[src/hw/ucr_consts.svh]
// Constants of the USB common control register bank.
`ifndef UCR_CONSTS_SVH
`define UCR_CONSTS_SVH
`define UCR_WIN_LO 16'h6200
`define UCR_WIN_HI 16'h622b
`define UCR_OFS_ADDR 16'h6200
`define UCR_OFS_POW 16'h6201
`define UCR_OFS_INFLG 16'h6202
`define UCR_OFS_OUTFLG 16'h6204
`define UCR_OFS_COMFLG 16'h6206
`define UCR_OFS_INEN 16'h6207
`define UCR_OFS_SEL 16'h620e
`define UCR_BIT_UPD 7
`define UCR_BIT_ISOWAIT 7
`define UCR_BIT_RST 3
`define UCR_BIT_RESUME 2
`define UCR_BIT_SUSP 1
`define UCR_BIT_SUSPEN 0
`define UCR_COM_SOF 3
`define UCR_COM_RST 2
`define UCR_COM_WAKE 1
`define UCR_COM_SLEEP 0
`define UCR_INEN_RST 6'h3f
`define UCR_OUT_MASK 8'h3e
`define UCR_IDLE_US 3000
`define UCR_CLK_MHZ 100
`endif

[src/hw/ucr_pkg.sv]
// Types of the USB common control register bank.
package ucr_pkg;
  typedef struct packed {
    logic wr;
    logic rd;
    logic [15:0] addr;
    logic [7:0] wdata;
  } ucr_bus_s;
  typedef struct packed {
    logic sof;
    logic busReset;
    logic resumeSeen;
    logic busIdle;
    logic addrApplied;
  } ucr_link_s;
  typedef enum logic [1:0] {ST_AWAKE, ST_SLEEP} ucr_pwr_e;
endpackage

[src/hw/ucr_regs.sv]
// USB common control register bank with suspend detect and event flags.
`timescale 1ns/1ps
`include "ucr_consts.svh"

// Function
// [RULE1] Decode registers only inside the 0x6200 to 0x622b data space window.
// [RULE2] Endpoint select output steers every indexed register access.
// [RULE3] Deep power mode entry resets all registers and flushes FIFOs.
// [RULE4] Address pending bit sets on write, clears when address takes effect.
// [RULE5] Isochronous hold bit makes loaded iso IN answer zero length until SOF.
// [RULE6] Bus reset status bit follows reset signalling on the bus.
// [RULE7] Firmware holds resume drive one to fifteen milliseconds.
// [RULE8] Suspended bit clears on common flag read or resume drive set.
// [RULE9] With suspend enabled, three milliseconds idle enters suspend.
// [RULE10] IN flags in bits 5 to 0, cleared on read.
// [RULE11] OUT flags in bits 5 to 1, others read zero, cleared on read.
// [RULE12] Common flags SOF, reset, resume, suspend in bits 3 to 0, read clears.
// [RULE13] IN enable mask bits 5 to 0, read/write, reset to one.
// [RULE14] Software writes zeros to the two upper enable mask bits.
// [RULE15] Bus reset clears function address and endpoint select, flushes FIFOs.
// [RULE16] Flags set regardless of mask; mask gates only the interrupt request.
// [RULE17] Suspend entry sets the suspend event flag.
// [RULE18] An event in the clearing read cycle keeps its flag set.
module ucr_regs #(
  parameter int IDLE_CYC = `UCR_IDLE_US * `UCR_CLK_MHZ
) (
  // Clock and reset
  input wire logic sys_clk,
  input wire logic rst_n,
  input wire logic deepPowerEntry,
  // CPU data space access
  input wire ucr_pkg::ucr_bus_s cpuBus,
  output logic [7:0] rdData,
  // Events from the USB engine
  input wire ucr_pkg::ucr_link_s link,
  input wire logic [5:0] inEvents,
  input wire logic [5:0] outEvents,
  input wire logic isoInLoaded,
  // Control towards the USB engine
  output logic [6:0] deviceAddress,
  output logic [3:0] endpointSelect,
  output logic isoZeroLength,
  output logic resumeDrive,
  output logic fifoFlush,
  output logic suspended,
  output logic intRequest
);
  // ------------------------------------------------------------
  // Reset synchroniser
  // ------------------------------------------------------------
  logic rstMeta_reg, rstSync_reg;
  always_ff @(posedge sys_clk or negedge rst_n) begin
    if (!rst_n) begin
      rstMeta_reg <= 1'b0;
      rstSync_reg <= 1'b0;
    end else begin
      rstMeta_reg <= 1'b1;
      rstSync_reg <= rstMeta_reg;
    end
  end
  wire rstAny = !rstSync_reg;

  // ------------------------------------------------------------
  // Address decode
  // ------------------------------------------------------------
  wire inWin = cpuBus.addr >= `UCR_WIN_LO && cpuBus.addr <= `UCR_WIN_HI; // RULE1
  wire wrEn = cpuBus.wr && inWin;
  wire rdEn = cpuBus.rd && inWin;
  function automatic logic hit(input logic [15:0] a, input logic [15:0] ofs);
    hit = a == ofs;
  endfunction
  wire wrAddr = wrEn && hit(cpuBus.addr, `UCR_OFS_ADDR);
  wire wrPow = wrEn && hit(cpuBus.addr, `UCR_OFS_POW);
  wire wrInEn = wrEn && hit(cpuBus.addr, `UCR_OFS_INEN);
  wire wrSel = wrEn && hit(cpuBus.addr, `UCR_OFS_SEL);
  wire rdIn = rdEn && hit(cpuBus.addr, `UCR_OFS_INFLG);
  wire rdOut = rdEn && hit(cpuBus.addr, `UCR_OFS_OUTFLG);
  wire rdCom = rdEn && hit(cpuBus.addr, `UCR_OFS_COMFLG);

  // ------------------------------------------------------------
  // Registers
  // ------------------------------------------------------------
  logic [6:0] addr_reg;
  logic pend_reg;
  logic [3:0] sel_reg;
  logic isoWait_reg, resume_reg, suspEn_reg, busRst_reg;
  logic [5:0] inFlg_reg, inEn_reg;
  logic [7:0] outFlg_reg;
  logic [3:0] comFlg_reg;
  logic [7:0] rd_reg;
  logic flush_reg, irq_reg, isoHold_reg;
  // Suspended status has its own flop so that the output is registered.
  logic susp_reg;
  logic [31:0] idle_reg;
  ucr_pkg::ucr_pwr_e pwr_reg;

  // Deep power entry takes the synchronised reset branch: the bank clears and the FIFO flush rises.
  wire clrAll = rstAny || deepPowerEntry; // RULE3
  // The idle counter saturates, so a long idle stretch never wraps.
  wire idleDone = link.busIdle && idle_reg >= 32'(IDLE_CYC - 1);
  wire enterSleep = suspEn_reg && pwr_reg == ucr_pkg::ST_AWAKE && idleDone; // RULE9
  wire wakeNow = rdCom || (wrPow && cpuBus.wdata[`UCR_BIT_RESUME]) || link.resumeSeen; // RULE8
  // Suspend is entered again at once if the bus stays idle after a wake cause.
  wire ucr_pkg::ucr_pwr_e pwrNext = enterSleep ? ucr_pkg::ST_SLEEP :
    ((wakeNow || !suspEn_reg || link.busReset) ? ucr_pkg::ST_AWAKE : pwr_reg); // RULE8 RULE9

  // An event in the clearing read cycle wins, so no event is lost.
  wire [3:0] comEv = {link.sof, link.busReset, link.resumeSeen && !link.busReset, enterSleep}; // RULE12 RULE17
  wire [5:0] inNext = (rdIn ? 6'h00 : inFlg_reg) | inEvents; // RULE10 RULE16 RULE18
  wire [7:0] outNext = ((rdOut ? 8'h00 : outFlg_reg) | {2'b00, outEvents}) & `UCR_OUT_MASK; // RULE11
  wire [3:0] comNext = (rdCom ? 4'h0 : comFlg_reg) | comEv; // RULE12 RULE18

  wire [7:0] powRd = {isoWait_reg, 3'b000, busRst_reg, resume_reg,
                      pwr_reg == ucr_pkg::ST_SLEEP && suspEn_reg, suspEn_reg};
  // Unmapped and out-of-window reads return zero.
  logic [7:0] rdNext;
  always_comb begin
    rdNext = 8'h00;
    if (rdEn) begin
      case (cpuBus.addr)
        `UCR_OFS_ADDR: rdNext = {pend_reg, addr_reg}; // RULE4
        `UCR_OFS_POW: rdNext = powRd; // RULE6
        `UCR_OFS_INFLG: rdNext = {2'b00, inFlg_reg};
        `UCR_OFS_OUTFLG: rdNext = outFlg_reg;
        `UCR_OFS_COMFLG: rdNext = {4'h0, comFlg_reg};
        `UCR_OFS_INEN: rdNext = {2'b00, inEn_reg}; // RULE14
        `UCR_OFS_SEL: rdNext = {4'h0, sel_reg};
        default: rdNext = 8'h00;
      endcase
    end
  end

  always_ff @(posedge sys_clk or negedge rst_n) begin
    if (!rst_n) begin
      addr_reg <= 7'h00;
      pend_reg <= 1'b0;
      sel_reg <= 4'h0;
      isoWait_reg <= 1'b0;
      resume_reg <= 1'b0;
      suspEn_reg <= 1'b0;
      busRst_reg <= 1'b0;
      inFlg_reg <= 6'h00;
      inEn_reg <= `UCR_INEN_RST;
      outFlg_reg <= 8'h00;
      comFlg_reg <= 4'h0;
      rd_reg <= 8'h00;
      flush_reg <= 1'b0;
      irq_reg <= 1'b0;
      isoHold_reg <= 1'b0;
      idle_reg <= 32'h0;
      pwr_reg <= ucr_pkg::ST_AWAKE;
      susp_reg <= 1'b0;
    end else if (clrAll) begin
      addr_reg <= 7'h00;
      pend_reg <= 1'b0;
      sel_reg <= 4'h0;
      isoWait_reg <= 1'b0;
      resume_reg <= 1'b0;
      suspEn_reg <= 1'b0;
      busRst_reg <= 1'b0;
      inFlg_reg <= 6'h00;
      inEn_reg <= `UCR_INEN_RST;
      outFlg_reg <= 8'h00;
      comFlg_reg <= 4'h0;
      rd_reg <= 8'h00;
      flush_reg <= 1'b1; // RULE3
      irq_reg <= 1'b0;
      isoHold_reg <= 1'b0;
      idle_reg <= 32'h0;
      pwr_reg <= ucr_pkg::ST_AWAKE;
      susp_reg <= 1'b0;
    end else begin
      rd_reg <= rdNext;
      busRst_reg <= link.busReset; // RULE6
      inFlg_reg <= inNext;
      outFlg_reg <= outNext;
      comFlg_reg <= comNext;
      flush_reg <= link.busReset; // RULE15
      irq_reg <= |(inNext & inEn_reg); // RULE16
      idle_reg <= link.busIdle ? (idleDone ? idle_reg : idle_reg + 32'h1) : 32'h0;
      if (link.busReset) begin
        addr_reg <= 7'h00; // RULE15
        sel_reg <= 4'h0;
        pend_reg <= 1'b0;
      end else begin
        if (wrAddr) begin
          addr_reg <= cpuBus.wdata[6:0];
          pend_reg <= 1'b1; // RULE4
        end else if (link.addrApplied) begin
          pend_reg <= 1'b0; // RULE4
        end
        if (wrSel) begin
          sel_reg <= cpuBus.wdata[3:0]; // RULE2
        end
      end
      if (wrPow) begin
        isoWait_reg <= cpuBus.wdata[`UCR_BIT_ISOWAIT];
        resume_reg <= cpuBus.wdata[`UCR_BIT_RESUME]; // RULE7
        suspEn_reg <= cpuBus.wdata[`UCR_BIT_SUSPEN];
      end
      if (wrInEn) begin
        inEn_reg <= cpuBus.wdata[5:0]; // RULE13
      end
      pwr_reg <= pwrNext; // RULE9 RULE17
      susp_reg <= pwrNext == ucr_pkg::ST_SLEEP; // RULE8
      if (link.sof) begin
        isoHold_reg <= 1'b0; // RULE5
      end else if (isoWait_reg && isoInLoaded) begin
        isoHold_reg <= 1'b1; // RULE5
      end
    end
  end

  assign rdData = rd_reg;
  assign deviceAddress = addr_reg;
  assign endpointSelect = sel_reg; // RULE2
  assign isoZeroLength = isoHold_reg;
  assign resumeDrive = resume_reg;
  assign fifoFlush = flush_reg;
  assign suspended = susp_reg;
  assign intRequest = irq_reg;
endmodule

[config.mk]
export PLATFORM = sky130hd
export DESIGN_NAME = ucr_regs
export DESIGN_NICKNAME = d
export VERILOG_FILES = /design/src/hw/ucr_pkg.sv /design/src/hw/ucr_regs.sv
export VERILOG_INCLUDE_DIRS = /design/src /design/src/hw
export SDC_FILE = /design/constraint.sdc
export NUM_CORES = 1
export LEC_CHECK = 0
export BUFFER_PORTS_ARGS = -buffer_cell sky130_fd_sc_hd__buf_2
export CORE_UTILIZATION = 56
export DETAILED_ROUTE_END_ITERATION = 8
export PLACE_DENSITY = 0.8
export SLEW_MARGIN = 10
export SYNTH_ARGS = -nofsm -noshare
export SYNTH_HDL_FRONTEND = slang
export SYNTH_SLANG_ARGS = --single-unit
[constraint.sdc]
create_clock -name sys_clk -period 2.7 [get_ports sys_clk]
set_input_delay 0.54 -clock sys_clk [delete_from_list [all_inputs] [get_ports sys_clk]]
set_output_delay 0.54 -clock sys_clk [all_outputs]
set_load 0.005 [all_outputs]
==> flow_metrics.py <==
metrics = {
    "global_route": {
        "grt_pass1_wl_um": 15560,
        "grt_overflow": 0,
        "grt_pass1_vias": 3177,
        "antenna_found_initial": 0,
        "track_usage_pct": 27.28,
        "grt_max_degree": 48,
    },
    "floorplan": {
        "die_h_um": 86.70,
        "start_util_pct": 58.49,
        "rows": 30,
        "core_sq_um": 6869,
        "io_pins": 71,
        "dieArea_sq_um": 7517,
        "die_w_um": 86.70,
    },
    "power_and_ir_drop": {
        "p_leak_uw": 0.002234,
        "vdd_drop_max_uv": 362.8,
        "power_density_nw_per_um2": 505.9,
        "fin_total_pwr_uw": 2400,
    },
    "clock_network": {
        "h-tree-depth": 3,
        "postCtsHoldBufs": 0,
        "clockBufferDepth": 2,
        "cts_setup_buffers": 0,
        "insertion_delay_ps": 350,
        "numClockSinks": 85,
        "cts_tree": "yes",
        "cts_buffers": 9,
        "cts-root-buf": "clkbuf_8",
        "clk_pin_slew_ps": 80,
        "cts_resized": 0,
    },
    "worst_setup_path": {
        "cp_max_fo": 11,
        "worstSetupPathType": "reg -> reg",
        "critPathRequiredTime_ps": 2970,
        "critical_path_arrival_ps": 2680,
        "rr_worst_depth": 7,
        "cp-startpoint": "idle_reg[31]",
        "start_kind": "flop",
        "crit_path_end_kind": "flop",
        "reg2reg_from": "idle_reg[31]",
    },
    "placed_design": {
        "dp_slack_ps": -26.94,
        "dp_cells": 539,
        "gp_congestion": 0.8983,
        "hpwlAfterDp_um": 6877,
        "io_buffers": 69,
    },
    "layout": {
        "layout-drive-gt1-share_pct": 27.45,
        "diodes": 0,
        "fillers": 519,
        "instances_no_fill": 555,
        "largest_reg_flops": 32,
        "final_nets": 502,
        "areaGrowthSynthToFinish_pct": 18.09,
    },
    "routing": {
        "via_per_inst": 5.978,
        "routed_wirelength_um": 9565,
        "wl_per_cell_um": 17.23,
        "postRouteAntennaNets": 0,
        "drtIter0Drc": 248,
        "firstDrtPassIters": 5,
        "vias": 3318,
        "drc_errors": 0,
    },
    "timing": {
        "skew_ps": 8.334,
        "hold_viol_final": 0,
        "hold_ws_ps": 199.2,
        "slew_headroom_pct": 55.84,
        "finalMaxSlewViolations": 0,
        "max_freq_mhz": 415.4,
        "rsz0062_at_grt": "no",
        "min_period_over_period_pct": 89.16,
        "worstMarginPinSlew_ps": 661.7,
        "layout_setup_ws_ps": 292.8,
        "layout_min_cycle_time_ps": 2407,
        "finalSetupViolCount": 0,
        "fin_tns_setup_ps": 0,
    },
    "synth": {
        "seq_area_frac_synth_pct": 53.13,
        "synth-edff-count": 0,
        "syn_inst": 376,
        "avgSynthCellArea_sq_um": 10.69,
        "synthArstFlopShare_pct": 100.0,
        "syn_area_sq_um": 4018,
        "synthFlopType": "dfrtp_1",
        "synth.distinct_cells": 60,
        "syn_nets": 424,
        "synth.yosys.warnings": 0,
        "yosys_register_bits": 85,
    },
    "flow_run": {
        "max_cap_viol_count": 0,
    },
    "run_status": {
        "status": "finished clean",
    },
    "hold_path": {
        "holdCritPathClass": "in -> async",
    },
}
==> kinds of logic (layout without fill, tap and decap cells) <==
family          Yosys count  in the layout  synth area share (%)
other cells               1              1               0.09334
compound gates           63             63                 11.02
fa+ha+maj                 1              1                0.3114
flops                    85             85                 53.13
simple gates            168            168                 23.95
mux                      29             29                 7.443
buf+inv                  20            103                 2.086
xor+xnor                  9              9                 1.962
==> worst paths after layout <==
| path | endpoint | slack, ps |
|---|---|---|
| min in group sys_clk | rstSync_reg | 370 |
| setup reg to reg | idle_reg[17] | 290 |
| hold reg to reg | rstSync_reg | 370 |
| hold / removal | outFlg_reg[3] | 200 |
| setup / recovery | idle_reg[17] | 290 |
| max in group asynchronous | idle_reg[21] | 1860 |
==> cells in the final DEF (no fill, tap or decap), drive strengths merged, types with 2 or more instances in the layout <==
cell type / n
a21o: 5
a32oi: 4
nor2b: 6
mux2: 7
nand4: 15
nor2: 50
nor3b: 2
nor3: 5
buf: 82
a21oi: 19
a31oi: 2
a22o: 7
o21ai: 5
and3: 18
a22oi: 2
and4: 2
or4: 6
a221oi: 2
nor4b: 2
nand3: 11
a222oi: 3
xor2: 8
inv: 5
nor4: 6
o31ai: 4
dfstp: 6
dfrtp: 79
mux2i: 22
nand2: 24
o211ai: 3
clkbuf: 13
nand2b: 5
and2: 12
==> routing by layer <==
metal	wire length, um	track usage (%)	vias to the layer above	part of all wire (%)
li1	-	-	1531	-
met2	4383	40.19	136	46
met1	4473	40.43	1640	47
met5	0	0	-	0
met4	100	8.788	0	1.0
met3	608	5.714	11	6.4
==> critical path, stage by stage, from the launching register on <==
cell and delay (ps):
dfrtp_1 390, nor4_1 330, nand4_1 160, nor4_1 230
buf_4 250, nand3_1 310, or4_1 490, a21oi_1 170
==> synth_stat cells (3+ instances only) <==
cell / instances / area [sq um]
nand2_1: 23 / 86.33
a222oi_1: 3 / 30.03
inv_1: 5 / 18.77
a21o_2: 3 / 26.28
mux2_2: 7 / 78.83
o31ai_1: 4 / 30.03
a21oi_1: 19 / 95.09
or4_1: 6 / 45.04
dfstp_2: 6 / 157.7
nor4_1: 4 / 25.02
a32oi_1: 4 / 35.03
mux2i_1: 22 / 220.2
nand4_1: 13 / 81.33
o21ai_0: 5 / 25.02
nor2b_1: 6 / 37.54
xor2_1: 8 / 70.07
clkbuf_1: 12 / 45.04
a22o_1: 7 / 61.31
nand2b_1: 5 / 31.28
dfrtp_1: 79 / 1977
and3_1: 16 / 100.1
nor2_1: 49 / 183.9
nor3_1: 5 / 25.02
and2_1: 10 / 62.56
o211ai_1: 3 / 22.52
nand3_1: 11 / 55.05
==> report_power, final <==
part	leakage [uW]	switching (uW)	internal, uW
combinational	0.000980	103	64.2
clock	0.000106	435	503
sequential	0.00115	8.41	1290
==> cell type report <==
type / instances / area, sq um / area share, %
clock buffer: 13 / 168.9 / 3.560
tap: 96 / 120.1 / 2.532
sequential: 85 / 2135 / 44.99
timing repair buffer: 82 / 457.9 / 9.652
inverter: 5 / 18.77 / 0.3956
clock inverter: 3 / 42.54 / 0.8966
multi-input combinational: 271 / 1802 / 37.97
==> metrics by stage <==
| stage | util (%) | area [sq um] |
|---|---|---|
| floorplan | - | 4018 |
| global placement | 65.99 | 4533 |
| detailed placement | 65.99 | 4533 |
| CTS | 69.07 | 4745 |
| global route | 69.07 | 4745 |
| finish | 69.07 | 4745 |
No activity file was read; power rests on OpenSTA's default activity.
